**config.mk**
```make
export PLATFORM = sky130hd
export DESIGN_NAME = sfm_top
export DESIGN_NICKNAME = d
export VERILOG_FILES = /design/src/logic/sfm_pkg.sv /design/src/logic/sfm_sync.sv /design/src/logic/sfm_top.sv
export SDC_FILE = /design/constraint.sdc
export NUM_CORES = 1
export LEC_CHECK = 0
export BUFFER_PORTS_ARGS = -buffer_cell sky130_fd_sc_hd__buf_2
export CORE_UTILIZATION = 40
export DETAILED_ROUTE_END_ITERATION = 16
export GPL_ROUTABILITY_DRIVEN = 0
export PLACE_DENSITY = 0.65
export SYNTH_ARGS = -nofsm -noshare
export SYNTH_HDL_FRONTEND = slang
export SYNTH_SLANG_ARGS = --single-unit
```
**constraint.sdc**
```tcl
create_clock -name clock -period 2.2 [get_ports clock]
set_clock_uncertainty 0.05 [all_clocks]
set_input_delay 0.44 -clock clock [delete_from_list [all_inputs] [get_ports clock]]
set_output_delay 0.44 -clock clock [all_outputs]
set_load 0.02 [all_outputs]
```
**src/logic/sfm_pkg.sv**
```systemverilog
// Package: register map, field positions and reset values of the supply fault monitor
package sfm_pkg;
   // Register byte addresses
   localparam logic [7:0] ADDR_GEN_CONFIG = 8'h00;
   localparam logic [7:0] ADDR_STATUS     = 8'h04;
   localparam logic [7:0] ADDR_FAULT      = 8'h08;
   localparam logic [7:0] ADDR_IRQ_STATUS = 8'h0C;
   localparam logic [7:0] ADDR_IRQ_MASK   = 8'h10;
   localparam logic [7:0] ADDR_CHAN_CTRL  = 8'h14;
   // General configuration fields
   localparam int CFG_OV_DISABLE  = 0;
   localparam int CFG_RETRY_EN0   = 1;
   localparam int CFG_RETRY_EN1   = 2;
   // Status fields
   localparam int ST_OV      = 0;
   localparam int ST_UV      = 1;
   localparam int ST_POR     = 2;
   localparam int ST_FSAFE   = 3;
   localparam int ST_CH_ON0  = 4;
   localparam int ST_OV_LIVE = 6;
   localparam int ST_UV_LIVE = 7;
   // Fault register fields, per channel ch: base + 4*ch, retry bits base + ch
   localparam int FL_OT   = 0;
   localparam int FL_OC   = 1;
   localparam int FL_SC   = 2;
   localparam int FL_OL   = 3;
   localparam int FL_RTRY = 8;
   // Channel control fields
   localparam int CC_ON0      = 0;
   localparam int CC_DELATCH0 = 2;
   // Interrupt events
   localparam int IRQ_OV  = 0;
   localparam int IRQ_UV  = 1;
   localparam int IRQ_GND = 2;
   localparam int IRQ_OT  = 3;
   localparam int NIRQ    = 4;
   // Reset values
   localparam logic [2:0] GEN_CONFIG_RST = 3'h0;
   localparam logic [3:0] IRQ_MASK_RST   = 4'h0;
   // Number of analog comparator flags in the main synchronizer bank
   localparam int NCMP = 13;
   localparam int SYNC_STAGES = 2;
endpackage

```
**src/logic/sfm_sync.sv**
```systemverilog
// Two-flop synchronizer bank for analog comparator outputs
`timescale 1ns/100ps
`default_nettype none
module sfm_sync #(
   parameter int W = 1
) (
   // Clock and reset
   input  wire logic         clock,
   input  wire logic         rst,
   // Data
   input  wire logic [W-1:0] async_in,
   output logic      [W-1:0] sync_out
);
   logic [W-1:0] meta_q;

   // First stage feeds only the second stage
   always_ff @(posedge clock) begin
      if (rst) begin
         meta_q   <= '0;
         sync_out <= '0;
      end else begin
         meta_q   <= async_in;
         sync_out <= meta_q;
      end
   end
endmodule
`default_nettype wire

```
**src/logic/sfm_top.sv**
```systemverilog
// Supply fault monitor: fault supervision, channel gating, flags and APB registers
`timescale 1ns/100ps
`default_nettype none
module sfm_top (
   // Clock and reset
   input  wire logic        clock,
   input  wire logic        rst,
   // APB slave
   input  wire logic        psel,
   input  wire logic        penable,
   input  wire logic        pwrite,
   input  wire logic [7:0]  paddr,
   input  wire logic [31:0] pwdata,
   output logic      [31:0] prdata,
   output logic             pready,
   output logic             pslverr,
   // Analog comparators, asynchronous
   input  wire logic        ov_cmp,
   input  wire logic        ov_hys_cmp,
   input  wire logic        uv_cmp,
   input  wire logic        below_6v_cmp,
   input  wire logic        vdd_fail_cmp,
   input  wire logic        sys_gnd_loss_cmp,
   input  wire logic        gnd_shift_cmp,
   input  wire logic [1:0]  ot_cmp,
   input  wire logic [1:0]  oc_cmp,
   input  wire logic [1:0]  sc_cmp,
   // Per-channel load ground loss, comparator
   input  wire logic [1:0]  load_gnd_loss_cmp,
   // Channel outputs
   output logic      [1:0]  channel_on,
   output logic      [1:0]  fast_off,
   output logic      [1:0]  retry_start,
   output logic             fault_status_n,
   output logic             fail_safe,
   output logic             irq
);
   logic [12:0] cmp_s;
   logic        ov_s, ov_hys_s, uv_s, lo6_s, vddf_s, sgl_s, gsh_s;
   logic [1:0]  ot_s, oc_s, sc_s, lgl_s;

   sfm_sync #(.W(sfm_pkg::NCMP)) u_sync (
      .clock    (clock),
      .rst      (rst),
      .async_in ({ov_cmp, ov_hys_cmp, uv_cmp, below_6v_cmp, vdd_fail_cmp, sys_gnd_loss_cmp,
                  gnd_shift_cmp, ot_cmp, oc_cmp, sc_cmp}),
      .sync_out (cmp_s)
   );
   assign {ov_s, ov_hys_s, uv_s, lo6_s, vddf_s, sgl_s, gsh_s, ot_s, oc_s, sc_s} = cmp_s;

   sfm_sync #(.W(2)) u_sync_lgl (
      .clock    (clock),
      .rst      (rst),
      .async_in (load_gnd_loss_cmp),
      .sync_out (lgl_s)
   );

   // Register state
   logic [2:0]  cfg_q;
   logic [1:0]  req_q;
   logic [3:0]  irq_st_q, irq_mask_q;
   logic        ov_flag_q, uv_flag_q, por_q;
   logic [1:0]  ot_flag_q, oc_flag_q, sc_flag_q, ol_flag_q;
   logic        ov_latch_q, uv_prev_q, uv_req_q;
   logic [1:0]  delatch_q, uv_lock_q;
   logic        supply_reset;

   // APB decode; a ground shift blocks all serial access
   logic acc, wr, rd, rd_status, rd_fault;
   assign acc       = psel & penable & pready;
   assign wr        = acc & pwrite & ~gsh_s;
   assign rd        = acc & ~pwrite & ~gsh_s;
   assign rd_status = rd & (paddr == sfm_pkg::ADDR_STATUS);
   assign rd_fault  = rd & (paddr == sfm_pkg::ADDR_FAULT);

   // Logic supply loss or both supplies below reset wipe settings and the OV, UV and fault flags; interrupt status and POR are kept
   assign supply_reset = vddf_s | (lo6_s & vddf_s);

   // One wait-free access phase: pready follows every setup cycle
   always_ff @(posedge clock) begin
      if (rst) begin
         pready <= 1'b0;
      end else begin
         pready <= psel & ~penable;
      end
   end

   logic ovd;
   assign ovd = cfg_q[sfm_pkg::CFG_OV_DISABLE];

   // Configuration and channel requests; held through extended range
   // A low main supply alone is a plain undervoltage and keeps these settings
   always_ff @(posedge clock) begin
      if (rst || supply_reset) begin
         cfg_q      <= sfm_pkg::GEN_CONFIG_RST;
         req_q      <= 2'h0;
         irq_mask_q <= sfm_pkg::IRQ_MASK_RST;
      end else if (wr) begin
         if (paddr == sfm_pkg::ADDR_GEN_CONFIG) begin
            cfg_q <= pwdata[2:0];
         end
         if (paddr == sfm_pkg::ADDR_IRQ_MASK) begin
            irq_mask_q <= pwdata[3:0];
         end
         if (paddr == sfm_pkg::ADDR_CHAN_CTRL) begin
            req_q <= pwdata[1:0];
         end
      end
   end

   // Delatch pulses remembered until the channel actually turns on
   logic dl_wr;
   assign dl_wr = wr & (paddr == sfm_pkg::ADDR_CHAN_CTRL);
   always_ff @(posedge clock) begin
      if (rst || supply_reset) begin
         delatch_q <= 2'h3;
      end else begin
         for (int c = 0; c < 2; c++) begin
            if (dl_wr && pwdata[sfm_pkg::CC_DELATCH0 + c]) begin
               delatch_q[c] <= 1'b1;
            end else if (channel_on[c]) begin
               delatch_q[c] <= 1'b0;
            end
         end
      end
   end

   // Overvoltage latch released only by the hysteretic comparator
   always_ff @(posedge clock) begin
      if (rst || supply_reset) begin
         ov_latch_q <= 1'b0;
      end else if (ov_s && !ovd) begin
         ov_latch_q <= 1'b1;
      end else if (!ov_hys_s) begin
         ov_latch_q <= 1'b0;
      end
   end

   // Overvoltage flag: set wins over the clearing read
   always_ff @(posedge clock) begin
      if (rst || supply_reset) begin
         ov_flag_q <= 1'b0;
      end else if (ov_s) begin
         ov_flag_q <= 1'b1;
      end else if (rd_status && !ov_latch_q && !ov_hys_s) begin
         ov_flag_q <= 1'b0;
      end
   end

   // Undervoltage lockout per channel and shared flag
   always_ff @(posedge clock) begin
      if (rst || supply_reset) begin
         uv_prev_q <= 1'b0;
         uv_req_q  <= 1'b0;
         uv_lock_q <= 2'h0;
      end else begin
         uv_prev_q <= uv_s;
         if (uv_s && (req_q != 2'h0)) begin
            uv_req_q <= 1'b1;
         end else if (rd_status && !uv_s) begin
            uv_req_q <= 1'b0;
         end
         for (int c = 0; c < 2; c++) begin
            if (uv_s && req_q[c]) begin
               uv_lock_q[c] <= 1'b1;
            end else if (delatch_q[c] || !req_q[c]) begin
               uv_lock_q[c] <= 1'b0;
            end
         end
      end
   end

   always_ff @(posedge clock) begin
      if (rst || supply_reset) begin
         uv_flag_q <= 1'b0;
      end else if (uv_s) begin
         uv_flag_q <= 1'b1;
      end else if (uv_req_q) begin
         if (rd_status) begin
            uv_flag_q <= 1'b0;
         end
      end else if (channel_on != 2'h0) begin
         uv_flag_q <= 1'b0;
      end
   end

   // Per-channel latchable faults and open load
   logic [1:0] fault_clr;
   generate
      for (genvar c = 0; c < 2; c++) begin : g_ch
         assign fault_clr[c] = rd_fault & delatch_q[c];
         always_ff @(posedge clock) begin
            if (rst || supply_reset) begin
               ot_flag_q[c] <= 1'b0;
               oc_flag_q[c] <= 1'b0;
               sc_flag_q[c] <= 1'b0;
               ol_flag_q[c] <= 1'b0;
            end else begin
               // Overtemp reaches the register only with supply above UV
               if (ot_s[c] && !uv_s) begin
                  ot_flag_q[c] <= 1'b1;
               end else if (fault_clr[c] && !ot_s[c]) begin
                  ot_flag_q[c] <= 1'b0;
               end
               if (oc_s[c] && !lo6_s) begin
                  oc_flag_q[c] <= 1'b1;
               end else if (fault_clr[c]) begin
                  oc_flag_q[c] <= 1'b0;
               end
               if (sc_s[c] && !lo6_s) begin
                  sc_flag_q[c] <= 1'b1;
               end else if (fault_clr[c]) begin
                  sc_flag_q[c] <= 1'b0;
               end
               if (lgl_s[c]) begin
                  ol_flag_q[c] <= 1'b1;
               end else if (rd_fault) begin
                  ol_flag_q[c] <= 1'b0;
               end
            end
         end
      end
   endgenerate

   // Channel gating; load ground loss deliberately not a term here
   logic [1:0] retry_cond, latch_off, kill, on_d;
   logic       ov_kill;
   assign ov_kill    = (ov_s & ~ovd) | ov_latch_q;
   assign retry_cond = oc_flag_q | sc_flag_q | ot_flag_q | {2{uv_flag_q}};
   assign latch_off  = oc_flag_q | sc_flag_q | (ot_flag_q & ~delatch_q);
   // Below 6 V only the overtemperature sensor and the undervoltage lockout still act
   assign kill = {2{lo6_s ? 1'b0 : (ov_kill | uv_s | sgl_s)}} | ot_s
                 | {2{uv_s}} | uv_lock_q | (lo6_s ? 2'h0 : (oc_s | sc_s));
   assign on_d = req_q & ~kill & ~latch_off;

   // Retry start is one pulse on the falling edge of the live undervoltage
   always_ff @(posedge clock) begin
      if (rst) begin
         channel_on  <= 2'h0;
         fast_off    <= 2'h0;
         retry_start <= 2'h0;
      end else begin
         channel_on  <= on_d;
         fast_off    <= {2{uv_s}} | oc_s | sc_s | ot_s;
         retry_start <= {cfg_q[sfm_pkg::CFG_RETRY_EN1], cfg_q[sfm_pkg::CFG_RETRY_EN0]}
                        & {2{uv_prev_q & ~uv_s}} & retry_cond;
      end
   end

   // Fault pin, fail-safe and interrupt
   logic [3:0] irq_ev;
   assign irq_ev = {|ot_s, sgl_s, uv_s, ov_s};
   always_ff @(posedge clock) begin
      if (rst) begin
         fault_status_n <= 1'b1;
         fail_safe      <= 1'b0;
         irq_st_q       <= 4'h0;
         irq            <= 1'b0;
      end else begin
         fault_status_n <= ~(ov_kill | uv_s | (|(oc_flag_q | sc_flag_q)) | (|ot_s));
         fail_safe      <= gsh_s;
         for (int i = 0; i < sfm_pkg::NIRQ; i++) begin
            if (irq_ev[i]) begin
               irq_st_q[i] <= 1'b1;
            end else if (wr && paddr == sfm_pkg::ADDR_IRQ_STATUS && pwdata[i]) begin
               irq_st_q[i] <= 1'b0;
            end
         end
         irq <= |(irq_st_q & irq_mask_q);
      end
   end

   // Read mux
   logic [31:0] rd_d;
   logic        mapped;
   always_comb begin
      rd_d   = 32'h0000_0000;
      mapped = 1'b1;
      case (paddr)
         sfm_pkg::ADDR_GEN_CONFIG: rd_d[2:0] = cfg_q;
         sfm_pkg::ADDR_STATUS: begin
            rd_d[sfm_pkg::ST_OV]      = ov_flag_q;
            rd_d[sfm_pkg::ST_UV]      = uv_flag_q;
            rd_d[sfm_pkg::ST_POR]     = por_q;
            rd_d[sfm_pkg::ST_FSAFE]   = fail_safe;
            rd_d[sfm_pkg::ST_CH_ON0 +: 2] = channel_on;
            rd_d[sfm_pkg::ST_OV_LIVE] = ov_s;
            rd_d[sfm_pkg::ST_UV_LIVE] = uv_s;
         end
         sfm_pkg::ADDR_FAULT: begin
            for (int c = 0; c < 2; c++) begin
               rd_d[4*c + sfm_pkg::FL_OT] = ot_flag_q[c];
               rd_d[4*c + sfm_pkg::FL_OC] = oc_flag_q[c];
               rd_d[4*c + sfm_pkg::FL_SC] = sc_flag_q[c];
               rd_d[4*c + sfm_pkg::FL_OL] = ol_flag_q[c];
               rd_d[sfm_pkg::FL_RTRY + c] = retry_cond[c];
            end
         end
         sfm_pkg::ADDR_IRQ_STATUS: rd_d[3:0] = irq_st_q;
         sfm_pkg::ADDR_IRQ_MASK:   rd_d[3:0] = irq_mask_q;
         sfm_pkg::ADDR_CHAN_CTRL:  rd_d[1:0] = req_q;
         default: mapped = 1'b0;
      endcase
   end

   // Read data is taken in the setup cycle so that it stands in the access cycle
   always_ff @(posedge clock) begin
      if (rst) begin
         prdata  <= 32'h0000_0000;
         pslverr <= 1'b0;
         por_q   <= 1'b1;
      end else begin
         prdata  <= (psel & ~penable & ~pwrite & ~gsh_s) ? rd_d : 32'h0000_0000;
         pslverr <= psel & ~penable & (~mapped | gsh_s);
         if (rd_status) begin
            por_q <= 1'b0;
         end
      end
   end
endmodule
`default_nettype wire

```
==> metrics, run 1 <==
FF+latch area 1640 µm²; I/O Buffers 52; Sink Count 82; RSZ-0062 raised after global routing false; primary flip-flop cell chosen by synthesis mapping dfxtp_1; Final Cycle Share about four fifths; initial core utilization 41.2%; I/O pin count 103; ys async rst share 0%; P per Cell Area roughly 740 nW/µm²; cells along the critical path and4b_1 > and2_0 > nand4_1 > mux2i_1; HP Class input pin to flip-flop; hold_buf cts 0; clock transition at the registers of the reported paths 0.08 ns; layout cell share with drive strength beyond 1 23.9%; PostCTS Resize Cnt 0; crit-path max cell delay ~0.39 ns; first-pass GRT wire length approximately 11 mm; Netlist cell types 48; mean post-synth cell area approximately 10 µm²; Avg WL per Cell between 10 and 15 µm; vias in the first global route 2,177; CTS tree yes; sequential-to-total area share from yosys stat 51.6%; outcome finished clean; largest net degree at the start of global routing 45; startpoint types flip-flop; Crit path required time between 2 and 2.5 ns; EDFF count, synth 0; fmax 565 MHz; Die Wd roughly 90 µm; area of the multi-input gates 1340 µm²; routed via count 2,362; GRT Residual Overflow 0; Post-Syn Instances 318; HPWL Detailed between 4 and 5 mm; Cell Count, Final, Fillers Out 479; # setup viols final 0; logic gate share of total power 8.3%; die area 8320 µm²; Global Route Usage Sum 16.8%; Placeable Area around 7700 µm²; initial antenna violation count 0; Layout area overhead 14.1%; critical path peak fanout 7; worst-case vdd ir drop 341 µV; NetSw ~0.00067 W; fill count 756; Tot Pwr 0.00270 W; vias per cell 4.93; row count 32; Pre-antenna DRT Iters 4; post-route minimum period between 1.5 and 2 ns; Worst Path Buf+Inv 0; Post-layout nets 432; Setup Buffers After CTS 0; Root Driver clkbuf_8; Ys Warns 0; final hold violations 0; post-route antenna net violation count 0; overall routed net length between 6 and 7 mm; Sw Ratio 25.0%; flops & latches, synth between 80 and 90; Die Y about 91 µm; clock share of power between 30% and 40%; P_int slightly above 0.002 W; CP Capture Type flip-flop; Setup CP Type flip-flop to flip-flop; Sum Neg Setup Slack 0 ns; Util after Layout 47.0%; clk_lat worst skew 0.36 ns; synthesized area roughly 3200 µm²; Critical Path Slowest Stage Cell and4b_1; DRT iter0 DRCs 146; CP arrival 1.95 ns; delay-heaviest family, CP simple AND/OR/NAND/NOR gates; DRC Markers 0; leak pwr 1.56 nW; # diodes 0; Slew Viols, Final 0; CTS H-Tree Depth 3; Flop pwr share 57.7%; max-cap violations 0; DP Cell Count 463; CTS Buffer Depth 2; cts bufs inserted 9
cell type report:
class                           count  share of cell area (%)
Inverter                            9                   0.930
Clock inverter                      4                   0.793
Clock buffer                       12                    3.72
Multi-Input combinational cell    210                    37.0
Timing Repair Buffer               60                    8.82
Tap cell                          102                    3.51
Sequential cell                    82                    45.2
power groups by stage:
| stage | logic, W | registers, W | clock network [W] |
|---|---|---|---|
| finish | 0.000223 | 0.00156 | 0.000920 |
| global route | 0.000246 | 0.00156 | 0.00101 |
| CTS | 0.000224 | 0.00156 | 0.000947 |
| detailed placement | 0.000223 | 0.00159 | 0 |
| global placement | 0.000219 | 0.00159 | 0 |
| floorplan | 0.000177 | 0.00159 | 0 |
cells by family (layout without fill, tap and decap cells):
kind of cell | count (synthesis) | after routing | synth area share (%)
compound gates | 59 | 59 | 13.3
buf+inv | 47 | 85 | 8.65
flops | 82 | 82 | 51.6
mux | 12 | 12 | 4.72
other cells | 1 | 22 | 0.118
simple gates | 117 | 117 | 21.6
registers in the layout, summed over array words and instances (netlist names), 3 cells and up:
signal,count
prdata,10
u_sync.sync_out,13
irq_mask_q,4
u_sync.meta_q,13
cfg_q,3
irq_st_q,4
stage by stage:
stage / hold WS, ns / setup WS [ns] / instance area (µm²)
floorplan: 0.364 / 0.385 / 3260
global placement: 0.369 / 0.207 / 3470
detailed placement: 0.370 / 0.209 / 3470
CTS: 0.222 / 0.419 / 3630
global route: 0.224 / 0.350 / 3630
finish: 0.236 / 0.429 / 3630
synth_stat cells (3+ instances only):
cell | count | area share (%)
mux2i_1 | 6 | 1.9
and2_1 | 4 | 0.79
nand2_1 | 14 | 1.7
a22oi_1 | 6 | 1.4
a31oi_1 | 3 | 0.59
mux2_2 | 4 | 1.4
clkbuf_1 | 12 | 1.4
nor4b_1 | 3 | 0.83
nor3_1 | 5 | 0.79
or4_1 | 3 | 0.71
and3_1 | 8 | 1.6
dfxtp_1 | 82 | 52
buf_4 | 22 | 5.2
a21oi_1 | 16 | 2.5
nor2b_1 | 35 | 6.9
nor2_1 | 22 | 2.6
inv_1 | 9 | 1.1
a22o_1 | 6 | 1.7
a31o_2 | 5 | 1.4
a311oi_1 | 4 | 1.1
nand4b_1 | 7 | 1.9
o21ai_0 | 5 | 0.79
per-layer routing:
layer  wire length [µm]  GRT usage (%)  share of wire (%)
met4                131           7.01                2.0
met2               2980           25.3                 45
met1               3070           21.5                 47
met3                406           6.11                6.2
met5                  0              0                  0
path summary, 6_finish.rpt:
| check | startpoint | slack (ns) | cells past startpoint | end |
|---|---|---|---|---|
| hold / removal | sc_cmp[0] | 0.24 | 2 | u_sync.meta_q[0] |
| setup / recovery | u_sync.sync_out[6] | 0.43 | 4 | req_q[1] |
| setup reg to reg | u_sync.sync_out[6] | 0.43 | 4 | req_q[1] |
| hold reg to reg | u_sync.meta_q[10] | 0.39 | 1 | u_sync.sync_out[10] |
placed cells by master, fill, tap and decap left out, types with 8 or more instances in the layout:
cell      Yosys  final
clkbuf_8      0      9
buf_4        22      8
dfxtp_1      82     82
and3_1        8      8
buf_2         1     52
nor2_1       22     22
nor2b_1      35     35
nand2_1      14     14
conb_1        1     22
a21oi_1      16     16
inv_1         9      9
Note: power is estimated with default switching activity, not from simulation.
==> run 2: changes to the inputs <==
- PLACE_DENSITY: 0.65 -> 0.68
- clock period: 2.2 -> 1.6 ns (I/O delays scaled with it)
==> run 2 against run 1 <==
Against the previous run:
- final cell count up 3.3%
- first-iteration DRC count down 0.68%
- non-clock buffer count rose by 16
- largest cell class unchanged
==> metrics, run 2 (same netlist as run 1, synthesis figures left out) <==
outcome finished clean; DRT iter0 DRCs 145; P per Cell Area 1010 nW/µm²; Placed Area 3610 µm²; # diodes 0; initial antenna violation count 0; layout cell share with drive strength beyond 1 between 20% and 30%; Root Driver clkbuf_8; post-route minimum period 1.53 ns; # setup viols final 0; Fin Hold WS about 0.12 ns; CP arrival 1.78 ns; WHS Path Cells 2; DRC Markers 0; RSZ-0062 raised after global routing false; clk_lat worst skew 0.35 ns; final instance area 3810 µm²; vias per cell 4.87; Placeable Area between 7000 and 8000 µm²; Avg WL per Cell 13.5 µm; Cell Count, Final, Fillers Out 495; DP Cell Count 479; max-cap violations 0; row count 32; clock transition at the registers of the reported paths 0.09 ns; cts bufs inserted 9; routed via count 2,411; HPWL Detailed between 4 and 5 mm; GRT Residual Overflow 0; vias in the first global route 2,274; Sink Count 82; post-route antenna net violation count 0; Post-layout nets 448; critical path peak fanout 4; I/O pin count between 100 and 150; fill count 721; Die Y 91.2 µm; startpoint types flip-flop; Die Wd 91.2 µm; worst-case vdd ir drop 462 µV; Global Route Usage Sum 17.4%; leak pwr 1.67 nW; hold_buf cts 0; final hold violations 0; worst-case reg-to-reg path depth 4; Regs by FF count u_sync.meta_q (13), u_sync.sync_out (13), prdata (10); Layout area overhead 19.6%; initial core utilization 41.2%; Util after Layout 49.3%; most frequent cells in the layout dfxtp_1 (82), buf_2 (52), nor2b_1 (34), buf_4 (23); die area approximately 8300 µm²; first-pass GRT wire length 11.2 mm; Crit path required time around 1.9 ns; Pre-antenna DRT Iters 4; fmax 655 MHz; I/O Buffers 52; CTS H-Tree Depth 3; CTS tree yes; Worst R2R Setup Slack between 0.07 and 0.08 ns; overall routed net length 6.71 mm; Sum Neg Setup Slack 0 ns; commonest non-fill, non-tap cell in the layout dfxtp_1; Final Cycle Share 95.4%; CP Capture Type flip-flop; CTS Buffer Depth 2; largest net degree at the start of global routing between 40 and 50; Slew Viols, Final 0; Setup CP Type flip-flop to flip-flop; HP Class input pin to flip-flop
-- run 2: cell types whose count changed in the layout (fill, tap and decap cells not counted), moves of 2 or more --
cell	delta
buf_4	+15
clkbuf_1	-3
clkinv_4	+2
clkinvlp_4	-2
inv_6	+2
-- run 2: area by class of cell --
class	instances	area (µm²)	share of cell area (%)
clock buffers	10	138	3.62
clock inverters	6	48.8	1.28
inverters	9	33.8	0.888
multi-input cells	210	1360	35.8
flip-flops and latches	82	1640	43.1
well taps	102	128	3.35
repair buffers	76	453	11.9
-- run 2: final timing paths --
kind	startpoint	end
setup reg to reg	u_sync.sync_out[12]	channel_on[1]
hold reg to reg	u_sync_lgl.meta_q[1]	u_sync_lgl.sync_out[1]
setup / recovery	u_sync.sync_out[12]	channel_on[1]
hold / removal	ot_cmp[0]	u_sync.meta_q[4]
-- run 2: timing repair --
item	CTS	global route
setup endpoints to repair	0	19
resized for setup	0	4
buffers inserted	0	0
-- run 2: worst max-delay path, stage by stage (launching register included) --
cell	delay (ns)
dfxtp_1	0.37
nor2b_1	0.17
or4_1	0.42
a21oi_1	0.26
o2111a_1	0.21
-- run 2: power by group --
group	leakage, nW	total (W)	switching [W]	internal, W
clock	0.0972	0.00138	0.000763	0.000622
combinational	0.902	0.000336	0.000196	0.000140
sequential	0.670	0.00214	0.0000376	0.00210
total	1.67	0.00386	0.000996	0.00287
-- run 2: per-layer routing --
metal	part of all wire (%)	GRT usage, %	vias up
met5	0	0	-
met4	0.75	8.86	0
met3	7.1	3.35	5
met2	46	27.3	90
met1	46	22.9	1102
li1	-	-	1214
-- run 2: stage by stage --
step	total power (W)	setup WS, ns
4_1_cts	0.00390	0.00367
3_5_place_dp	0.00252	-0.210
3_3_place_gp	0.00252	-0.192
6_report	0.00386	0.0736
5_1_grt	0.00406	0.00234
2_1_floorplan	0.00243	-0.0898
